**config.mk**
```make
export PLATFORM = sky130hd
export DESIGN_NAME = pflash_protection
export DESIGN_NICKNAME = d
export VERILOG_FILES = /design/src/cfg_byte_reg.v /design/src/pflash_protection.v
export VERILOG_INCLUDE_DIRS = /design/src /design/src/src
export SDC_FILE = /design/constraint.sdc
export NUM_CORES = 1
export LEC_CHECK = 0
export ABC_CLOCK_PERIOD_IN_PS = 3000
export BUFFER_PORTS_ARGS = -buffer_cell sky130_fd_sc_hd__buf_2
export CORE_ASPECT_RATIO = 0.75
export CORE_MARGIN = 2
export CORE_UTILIZATION = 48
export DETAILED_ROUTE_END_ITERATION = 6
export PLACE_DENSITY = 0.8
export SLEW_MARGIN = 20
export SYNTH_ARGS = -nofsm -noshare
export SYNTH_HDL_FRONTEND = slang
export SYNTH_SLANG_ARGS = --single-unit
```
**constraint.sdc**
```tcl
create_clock -name core_clk -period 3 [get_ports core_clk]
set_clock_uncertainty 0.1 [all_clocks]
set_input_delay 0.15 -clock core_clk [delete_from_list [all_inputs] [get_ports core_clk]]
set_output_delay 0.15 -clock core_clk [all_outputs]
set_load 0.1 [all_outputs]
```
**src/pflash_prot_consts.vh**
```
// Constants for the program flash protection register block
`ifndef PFLASH_PROT_CONSTS_VH
`define PFLASH_PROT_CONSTS_VH

`define ADDR_PROT       3'h0
`define ADDR_STATUS     3'h1
`define ADDR_IRQ_STAT   3'h2
`define ADDR_IRQ_EN     3'h3
`define ADDR_IRQ_CLR    3'h4
`define ADDR_MODE       3'h5

`define BIT_OPEN        7
`define BIT_RNV         6
`define BIT_HDIS        5
`define HS_HI           4
`define HS_LO           3
`define BIT_LDIS        2
`define LS_HI           1
`define LS_LO           0

`define STAT_VIOL       4

`define CFG_ADDR        24'hFF_FE0C
`define ARRAY_BASE      24'hFF_8000
`define ARRAY_TOP       24'hFF_FFFF
`define HIGH_MIN_SIZE   24'h00_0800
`define LOW_MIN_SIZE    24'h00_0400
`define BLOCK_SIZE      24'h00_8000
`define DFAULT_VALUE    8'h7F
`define PROT_RESET      8'h7F

`define IRQ_VIOL        0
`define IRQ_LOADED      1
`define IRQ_REJECT      2
`define IRQ_W           3

`endif

```
**src/cfg_byte_reg.v**
```verilog
// Holding register for the configuration byte fetched at reset
module cfg_byte_reg #(
  parameter W = 8
) (
  input  wire         core_clk,
  input  wire         rst,
  input  wire         ce,
  input  wire         wr_en,
  input  wire [W-1:0] wr_data,
  output reg  [W-1:0] rd_data
);
  always @(posedge core_clk or posedge rst) begin
    if (rst) begin
      rd_data <= {W{1'b1}};
    end else if (ce && wr_en) begin
      rd_data <= wr_data;
    end
  end
endmodule

```
**src/pflash_protection.v**
```verilog
// Program flash protection register and command guard
`include "pflash_prot_consts.vh"

// Operation
// (RULE1) Normal mode only accepts writes adding protection
// (RULE2) Special mode writes all unreserved bits freely
// (RULE3) Reset sequence loads register from config byte
// (RULE4) Double fault at reset gives full protection
// (RULE5) Protected program or erase sets violation flag
// (RULE6) Block erase refused if block partly protected
// (RULE7) Field layout open, rnv, hdis, hs, ldis, ls
// (RULE8) Open bit selects protected or open windows
// (RULE9) Disable bit one removes its range
// (RULE10) High range ends at top, 2 to 16 KB
// (RULE11) Low range starts at base, 1 to 8 KB
// (RULE12) High size writable only while high disabled
// (RULE13) Low size writable only while low disabled
// (RULE14) Disallowed scenario transition ignores whole write
// (RULE15) Reads return the enforced scenario
// (RULE16) Software leaves reserved bit erased
// (RULE17) Software unprotects top sector before reprogramming
// (RULE18) Violation flag cleared by one, blocks launches
// (RULE19) Scenario index is open, hdis, ldis
module pflash_protection #(
  parameter AW = 24
) (
  input  wire          core_clk,
  input  wire          rst,
  input  wire          ce,
  input  wire [2:0]    reg_addr,
  input  wire [7:0]    reg_wdata,
  input  wire          reg_wr,
  input  wire          reg_rd,
  output reg  [7:0]    reg_rdata,
  input  wire          special_mode,
  output reg           cfg_rd_req,
  output reg  [AW-1:0] cfg_rd_addr,
  input  wire          cfg_rd_valid,
  input  wire [7:0]    cfg_rd_data,
  input  wire          cfg_rd_dfault,
  input  wire          cmd_req,
  input  wire          cmd_is_erase_blk,
  input  wire [AW-1:0] cmd_addr,
  output reg           cmd_accept,
  output reg           cmd_reject,
  output reg           load_done,
  output reg           irq
);
  localparam S_REQ  = 2'd0;
  localparam S_WAIT = 2'd1;
  localparam S_RUN  = 2'd2;

  reg [1:0]    state_q;
  reg [7:0]    prot_q;
  reg          viol_q;
  reg [`IRQ_W-1:0] irq_stat_q;
  reg [`IRQ_W-1:0] irq_en_q;
  reg          mode_q1;
  reg          mode_q2;
  reg          cfg_we;
  reg  [7:0]   cfg_wd;
  wire [7:0]   cfg_hold;

  cfg_byte_reg #(.W(8)) u_cfg (
    .core_clk (core_clk),
    .rst      (rst),
    .ce       (ce),
    .wr_en    (cfg_we),
    .wr_data  (cfg_wd),
    .rd_data  (cfg_hold)
  );

  // Scenario index
  function [2:0] scen;
    input [7:0] v;
    begin
      scen = {v[`BIT_OPEN], v[`BIT_HDIS], v[`BIT_LDIS]}; // (RULE19)
    end
  endfunction

  // Allowed transitions, row = from
  function allowed;
    input [2:0] from;
    input [2:0] to;
    reg   [7:0] row;
    begin
      case (from) // (RULE14)
        3'd0:    row = 8'h0F;
        3'd1:    row = 8'h0A;
        3'd2:    row = 8'h0C;
        3'd3:    row = 8'h08;
        3'd4:    row = 8'h18;
        3'd5:    row = 8'h3C;
        3'd6:    row = 8'h5A;
        default: row = 8'hFF;
      endcase
      allowed = row[to];
    end
  endfunction

  // Range hit tests on the currently enforced value
  function in_high;
    input [7:0]    v;
    input [AW-1:0] a;
    reg   [AW-1:0] sz;
    begin
      sz = `HIGH_MIN_SIZE << v[`HS_HI:`HS_LO]; // (RULE10)
      in_high = (a > (`ARRAY_TOP - sz)) && (a <= `ARRAY_TOP);
    end
  endfunction

  function in_low;
    input [7:0]    v;
    input [AW-1:0] a;
    reg   [AW-1:0] sz;
    begin
      sz = `LOW_MIN_SIZE << v[`LS_HI:`LS_LO]; // (RULE11)
      in_low = (a >= `ARRAY_BASE) && (a < (`ARRAY_BASE + sz));
    end
  endfunction

  function is_prot;
    input [7:0]    v;
    input [AW-1:0] a;
    reg            hit;
    begin
      hit = (!v[`BIT_HDIS] && in_high(v, a)) ||
            (!v[`BIT_LDIS] && in_low(v, a)); // (RULE9)
      is_prot = v[`BIT_OPEN] ? hit : !hit; // (RULE8)
    end
  endfunction

  // Any sector protected inside the block holding the address
  function blk_prot;
    input [7:0]    v;
    input [AW-1:0] a;
    reg            any;
    begin
      if (!v[`BIT_OPEN]) begin
        any = 1'b1; // Outside the open windows is always protected
      end else begin
        any = !v[`BIT_HDIS] || !v[`BIT_LDIS];
      end
      blk_prot = any && (a >= `ARRAY_BASE); // (RULE6)
    end
  endfunction

  // Candidate value of a normal mode write
  reg  [7:0] cand;
  reg        wr_ok;
  always @* begin
    cand = prot_q;
    cand[`BIT_OPEN] = reg_wdata[`BIT_OPEN]; // (RULE7)
    cand[`BIT_HDIS] = reg_wdata[`BIT_HDIS];
    cand[`BIT_LDIS] = reg_wdata[`BIT_LDIS];
    if (prot_q[`BIT_HDIS]) begin
      cand[`HS_HI:`HS_LO] = reg_wdata[`HS_HI:`HS_LO]; // (RULE12)
    end
    if (prot_q[`BIT_LDIS]) begin
      cand[`LS_HI:`LS_LO] = reg_wdata[`LS_HI:`LS_LO]; // (RULE13)
    end
    wr_ok = allowed(scen(prot_q), scen(cand)); // (RULE1)
  end

  wire prot_wr = reg_wr && (reg_addr == `ADDR_PROT) && (state_q == S_RUN);
  wire cmd_go  = cmd_req && (state_q == S_RUN);
  wire cmd_bad = viol_q || (cmd_is_erase_blk ?
                 blk_prot(prot_q, cmd_addr) : is_prot(prot_q, cmd_addr));
  wire viol_set = cmd_go && !viol_q && cmd_bad;
  wire viol_clr = reg_wr && (reg_addr == `ADDR_STATUS) &&
                  reg_wdata[`STAT_VIOL];
  wire rej_ev   = prot_wr && !mode_q2 && !wr_ok;

  always @* begin
    cfg_we = 1'b0;
    cfg_wd = cfg_rd_data;
    if (state_q == S_WAIT && cfg_rd_valid) begin
      cfg_we = 1'b1;
      cfg_wd = cfg_rd_dfault ? `DFAULT_VALUE : cfg_rd_data; // (RULE4)
    end
  end

  wire [`IRQ_W-1:0] ev = {rej_ev, (state_q == S_WAIT) && cfg_rd_valid,
                          viol_set};

  always @(posedge core_clk or posedge rst) begin
    if (rst) begin
      state_q     <= S_REQ;
      prot_q      <= `PROT_RESET;
      viol_q      <= 1'b0;
      irq_stat_q  <= {`IRQ_W{1'b0}};
      irq_en_q    <= {`IRQ_W{1'b0}};
      mode_q1     <= 1'b0;
      mode_q2     <= 1'b0;
      cfg_rd_req  <= 1'b0;
      cfg_rd_addr <= {AW{1'b0}};
      cmd_accept  <= 1'b0;
      cmd_reject  <= 1'b0;
      load_done   <= 1'b0;
      reg_rdata   <= 8'h00;
      irq         <= 1'b0;
    end else if (ce) begin
      // Mode strap comes from a pin
      mode_q1    <= special_mode;
      mode_q2    <= mode_q1;
      cmd_accept <= 1'b0;
      cmd_reject <= 1'b0;
      case (state_q)
        S_REQ: begin
          cfg_rd_req  <= 1'b1;
          cfg_rd_addr <= `CFG_ADDR; // (RULE3)
          state_q     <= S_WAIT;
        end
        S_WAIT: begin
          if (cfg_rd_valid) begin
            cfg_rd_req <= 1'b0;
            prot_q     <= cfg_wd; // (RULE3)
            load_done  <= 1'b1;
            state_q    <= S_RUN;
          end
        end
        S_RUN: begin
          if (prot_wr) begin
            if (mode_q2) begin
              prot_q <= {reg_wdata[7], prot_q[`BIT_RNV],
                         reg_wdata[5:0]}; // (RULE2)
            end else if (wr_ok) begin
              prot_q <= cand; // (RULE1)
            end
          end
          if (cmd_go) begin
            cmd_accept <= !cmd_bad;
            cmd_reject <= cmd_bad; // (RULE5)
          end
        end
        default: state_q <= S_REQ;
      endcase
      // Set wins over clear
      viol_q <= viol_set | (viol_q & ~viol_clr); // (RULE18)
      if (reg_wr && reg_addr == `ADDR_IRQ_EN) begin
        irq_en_q <= reg_wdata[`IRQ_W-1:0];
      end
      if (reg_wr && reg_addr == `ADDR_IRQ_CLR) begin
        irq_stat_q <= ev | (irq_stat_q & ~reg_wdata[`IRQ_W-1:0]);
      end else begin
        irq_stat_q <= ev | irq_stat_q;
      end
      irq <= |(irq_stat_q & irq_en_q);
      if (reg_rd) begin
        case (reg_addr)
          `ADDR_PROT:     reg_rdata <= prot_q; // (RULE15)
          `ADDR_STATUS:   reg_rdata <= {3'b000, viol_q, 4'h0};
          `ADDR_IRQ_STAT: reg_rdata <= {{(8-`IRQ_W){1'b0}}, irq_stat_q};
          `ADDR_IRQ_EN:   reg_rdata <= {{(8-`IRQ_W){1'b0}}, irq_en_q};
          `ADDR_MODE:     reg_rdata <= {6'h00, load_done, mode_q2};
          default:        reg_rdata <= 8'h00;
        endcase
      end else begin
        reg_rdata <= 8'h00;
      end
    end
  end

  // Last fetched config byte kept for debug visibility of cfg_hold
  wire unused_cfg = ^cfg_hold;
endmodule
```
==> impl_metrics.py <==
metrics = {
    "synthesis": {
        "synth_edf_count": 0,
        "ys.flop_type": "dfrtp_1",
        "postSynthCellCount": 232,
        "synth_top_area_frac": 0.2995,
        "avgSynthCellArea_um2": 9.362,
        "yosysUniqueCellTypes": 51,
        "synth_seq_cells": 33,
        "synth_commonest_cells": "26 x dfrtp_1, 24 x buf_4, 23 x nand2_1",
        "synth_area_mm2": 0.002172,
        "yosysWarnings": 0,
        "ys_top_cells_by_area": "dfrtp_1 30%, dfstp_2 8.5%, buf_4 8.3%, ha_1 5.2%, nand2_1 4.0%",
        "postSynth.asyncResetShare": 1.000,
        "ys_seq_area_frac": 0.3842,
        "netlist.top_cell.by_area": "dfrtp_1",
        "yosysMostFrequentCell": "dfrtp_1",
    },
    "clock_network": {
        "cts_max_level": 2,
        "clock_latency_ns": 0.28,
        "cts_setup_buffers": 0,
        "clkSinkCount": 33,
        "cts_root_buf": "clkbuf_8",
        "cts_buffer_depth": 2,
        "clkTransAtPathRegs_ns": 0.06,
        "cts_tree": "yes",
        "cts_buffers": 5,
    },
    "power": {
        "internal_power_w": 0.001036,
        "p_per_area_mw_per_mm2": 721.9,
        "power_switching_w": 0.0008185,
        "combPwrFrac": 0.419,
        "p_leak_nw": 1.242,
        "seq_power_share": 0.398,
        "p_clk_frac": 0.183,
        "switching_share": 0.4414,
        "peakVddDrop_v": 0.0003951,
    },
    "drt": {
        "drt-initial-drc-count": 126,
        "wl_um": 4994,
        "drcViolationCount": 0,
        "viasPerCell": 5.385,
        "dr.pass1.iters": 4,
        "vias": 1928,
        "wl_per_cell_um": 13.95,
        "ant_nets": 0,
    },
    "global_routing": {
        "overflow": 0,
        "grt_antenna_before_repair": 0,
        "first_global_vias": 1720,
        "grt_max_degree": 20,
        "grt_usage": 0.2060,
        "grt_pass1_wl_um": 8017,
    },
    "setup_path": {
        "r2r_end": "cmd_accept",
        "worstSetupEndpointType": "flop",
        "reg2reg_from": "prot_q[4]",
        "reg2reg_slack_ns": 0.51,
        "start_kind": "flop",
        "worstPathMaxFanout": 4,
        "crit_arrival_ns": 2.56,
        "worstSetupPathType": "flop to flop",
        "required_ns": 3.07,
        "reg2regPathDepth": 9,
    },
    "floorplanning": {
        "core-area_mm2": 0.004414,
        "die_w_um": 81.68,
        "die_y_um": 62.26,
        "initial_core_util": 0.4921,
        "rows": 21,
        "dieArea_mm2": 0.005085,
        "boundaryPins": 90,
    },
    "sta": {
        "worstMarginPinSlew_ns": 0.5470,
        "fmax_ghz": 0.4016,
        "fin_setup_tns_ns": 0,
        "setup_viol": 0,
        "post-route-period-util": 0.8300,
        "hold_viol": 0,
        "drv_slew": 0,
        "worst_slew_margin_rel": 0.6349,
        "grt_setup_unrepaired": "no",
        "fin_crit_ns": 2.490,
    },
    "placed_design": {
        "port_buffers": 81,
        "place_hpwl_um": 4022,
        "placed_area_mm2": 0.002459,
        "gp_congestion": 0.8560,
    },
    "finish": {
        "nFillCells": 402,
        "ff_latch_area_um2": 834.6,
        "final_layout_size_suffix_gt1_frac": 0.3688,
        "fin_area_mm2": 0.002569,
        "nNetsFinal": 362,
        "multi_input_area_mm2": 0.001076,
        "syn2layout_area_growth_pct": 18.26,
        "antenna_cells": 0,
    },
    "status": {
        "outcome": "complete, no violations",
    },
    "flow_run": {
        "max-cap-violations": 0,
    },
    "min_path": {
        "min_from": "cfg_rd_data[6]",
        "holdPathEnd": "prot_q[6]",
        "min_path_cells": 3,
        "min_path_type": "primary input to flop",
    },
}
## stage by stage
stage            util  worst slack, ns  instances  power [W]  hold slack (ns)
2_1_floorplan       -           0.6911        238   0.001343           0.1737
3_3_place_gp   0.5570           0.5566        348   0.001488           0.1085
3_5_place_dp   0.5570           0.4936        348   0.001515           0.1232
4_1_cts        0.5819           0.4984        358   0.001860          0.01709
5_1_grt        0.5819           0.3663        358   0.001967          0.04133
6_report       0.5819           0.5100        358   0.001854          0.02358
## cell families after synthesis
family	Yosys count	share of synthesized area
buf+inv	46	0.1308
compound gates	59	0.2005
simple gates	72	0.1722
mux	12	0.05875
other cells	1	0.001726
flops	33	0.3842
fa+ha+maj	9	0.05184
## critical path, cell delays in order, from the launching register on
cell       delay, ns
dfstp_2         0.54
inv_1           0.08
nor2_1          0.14
ha_1            0.18
nand4_1         0.11
nor4_2          0.37
a2111oi_4       0.09
nor4_1          0.44
nor2b_4         0.10
a22o_2          0.23
## flip-flops by register name, indices dropped and copies added (netlist names)
name         count
mode_q1          1
cfg_rd_addr      1
mode_q2          1
cmd_reject       1
irq_stat_q       3
irq              1
cmd_accept       1
viol_q           1
reg_rdata        8
cfg_rd_req       1
state_q          2
prot_q           8
irq_en_q         3
load_done        1
## power groups by stage
stage / Combinational, W / Clock, W / Sequential (W)
floorplan: 0.000482 / 0 / 0.000861
global placement: 0.000757 / 0 / 0.000732
detailed placement: 0.000774 / 0 / 0.000741
CTS: 0.000781 / 0.000344 / 0.000735
global route: 0.000846 / 0.000364 / 0.000758
finish: 0.000778 / 0.000339 / 0.000738
## layer usage
metal | wire length (um) | track usage | vias up | part of all wire
li1 | - | - | 946 | -
met1 | 2258 | 0.3070 | 899 | 0.45
met5 | 0 | 0 | - | 0
met4 | 72 | 0.06458 | 0 | 0.014
met2 | 2237 | 0.2971 | 73 | 0.45
met3 | 426 | 0.04651 | 10 | 0.085
## cell usage in the layout (no fill, tap or decap), types with 3 or more instances in the layout
cell type / netlist / final
o21ai_0: 15 / 15
mux2i_1: 6 / 6
a21oi_1: 6 / 6
nand3b_1: 3 / 3
o22ai_1: 5 / 5
dfrtp_1: 26 / 26
clkbuf_8: 2 / 6
dfstp_2: 7 / 7
ha_1: 9 / 9
nand2b_1: 4 / 4
o2bb2ai_1: 9 / 9
nand3_1: 7 / 7
conb_1: 1 / 7
nand4_1: 6 / 6
nor2_1: 16 / 16
mux2_2: 6 / 6
buf_2: 1 / 81
nand2_1: 23 / 23
inv_1: 17 / 17
## layout make-up
type,instances,area share
Timing Repair Buffer,84,0.1685
Tap cell,57,0.02776
Sequential cell,33,0.3249
Inverter,17,0.02484
Clock buffer,8,0.03507
Multi-Input combinational cell,159,0.4189
## worst max-delay path by stage
stage                 end  startpoint  slack, ns
3_5_place_dp   cmd_accept   prot_q[4]       0.49
4_1_cts        cmd_accept   prot_q[4]       0.50
3_3_place_gp   cmd_accept   prot_q[4]       0.56
6_report       cmd_accept   prot_q[4]       0.51
5_1_grt        cmd_accept   prot_q[4]       0.37
2_1_floorplan  cmd_accept   prot_q[4]       0.69
## what timing repair did
item / in CTS / in global routing
gates resized for setup: 0 / 0
hold buffers: 2 / 0
endpoints found under the hold margin: 10 / 0
(Power assumes the default switching activity.)
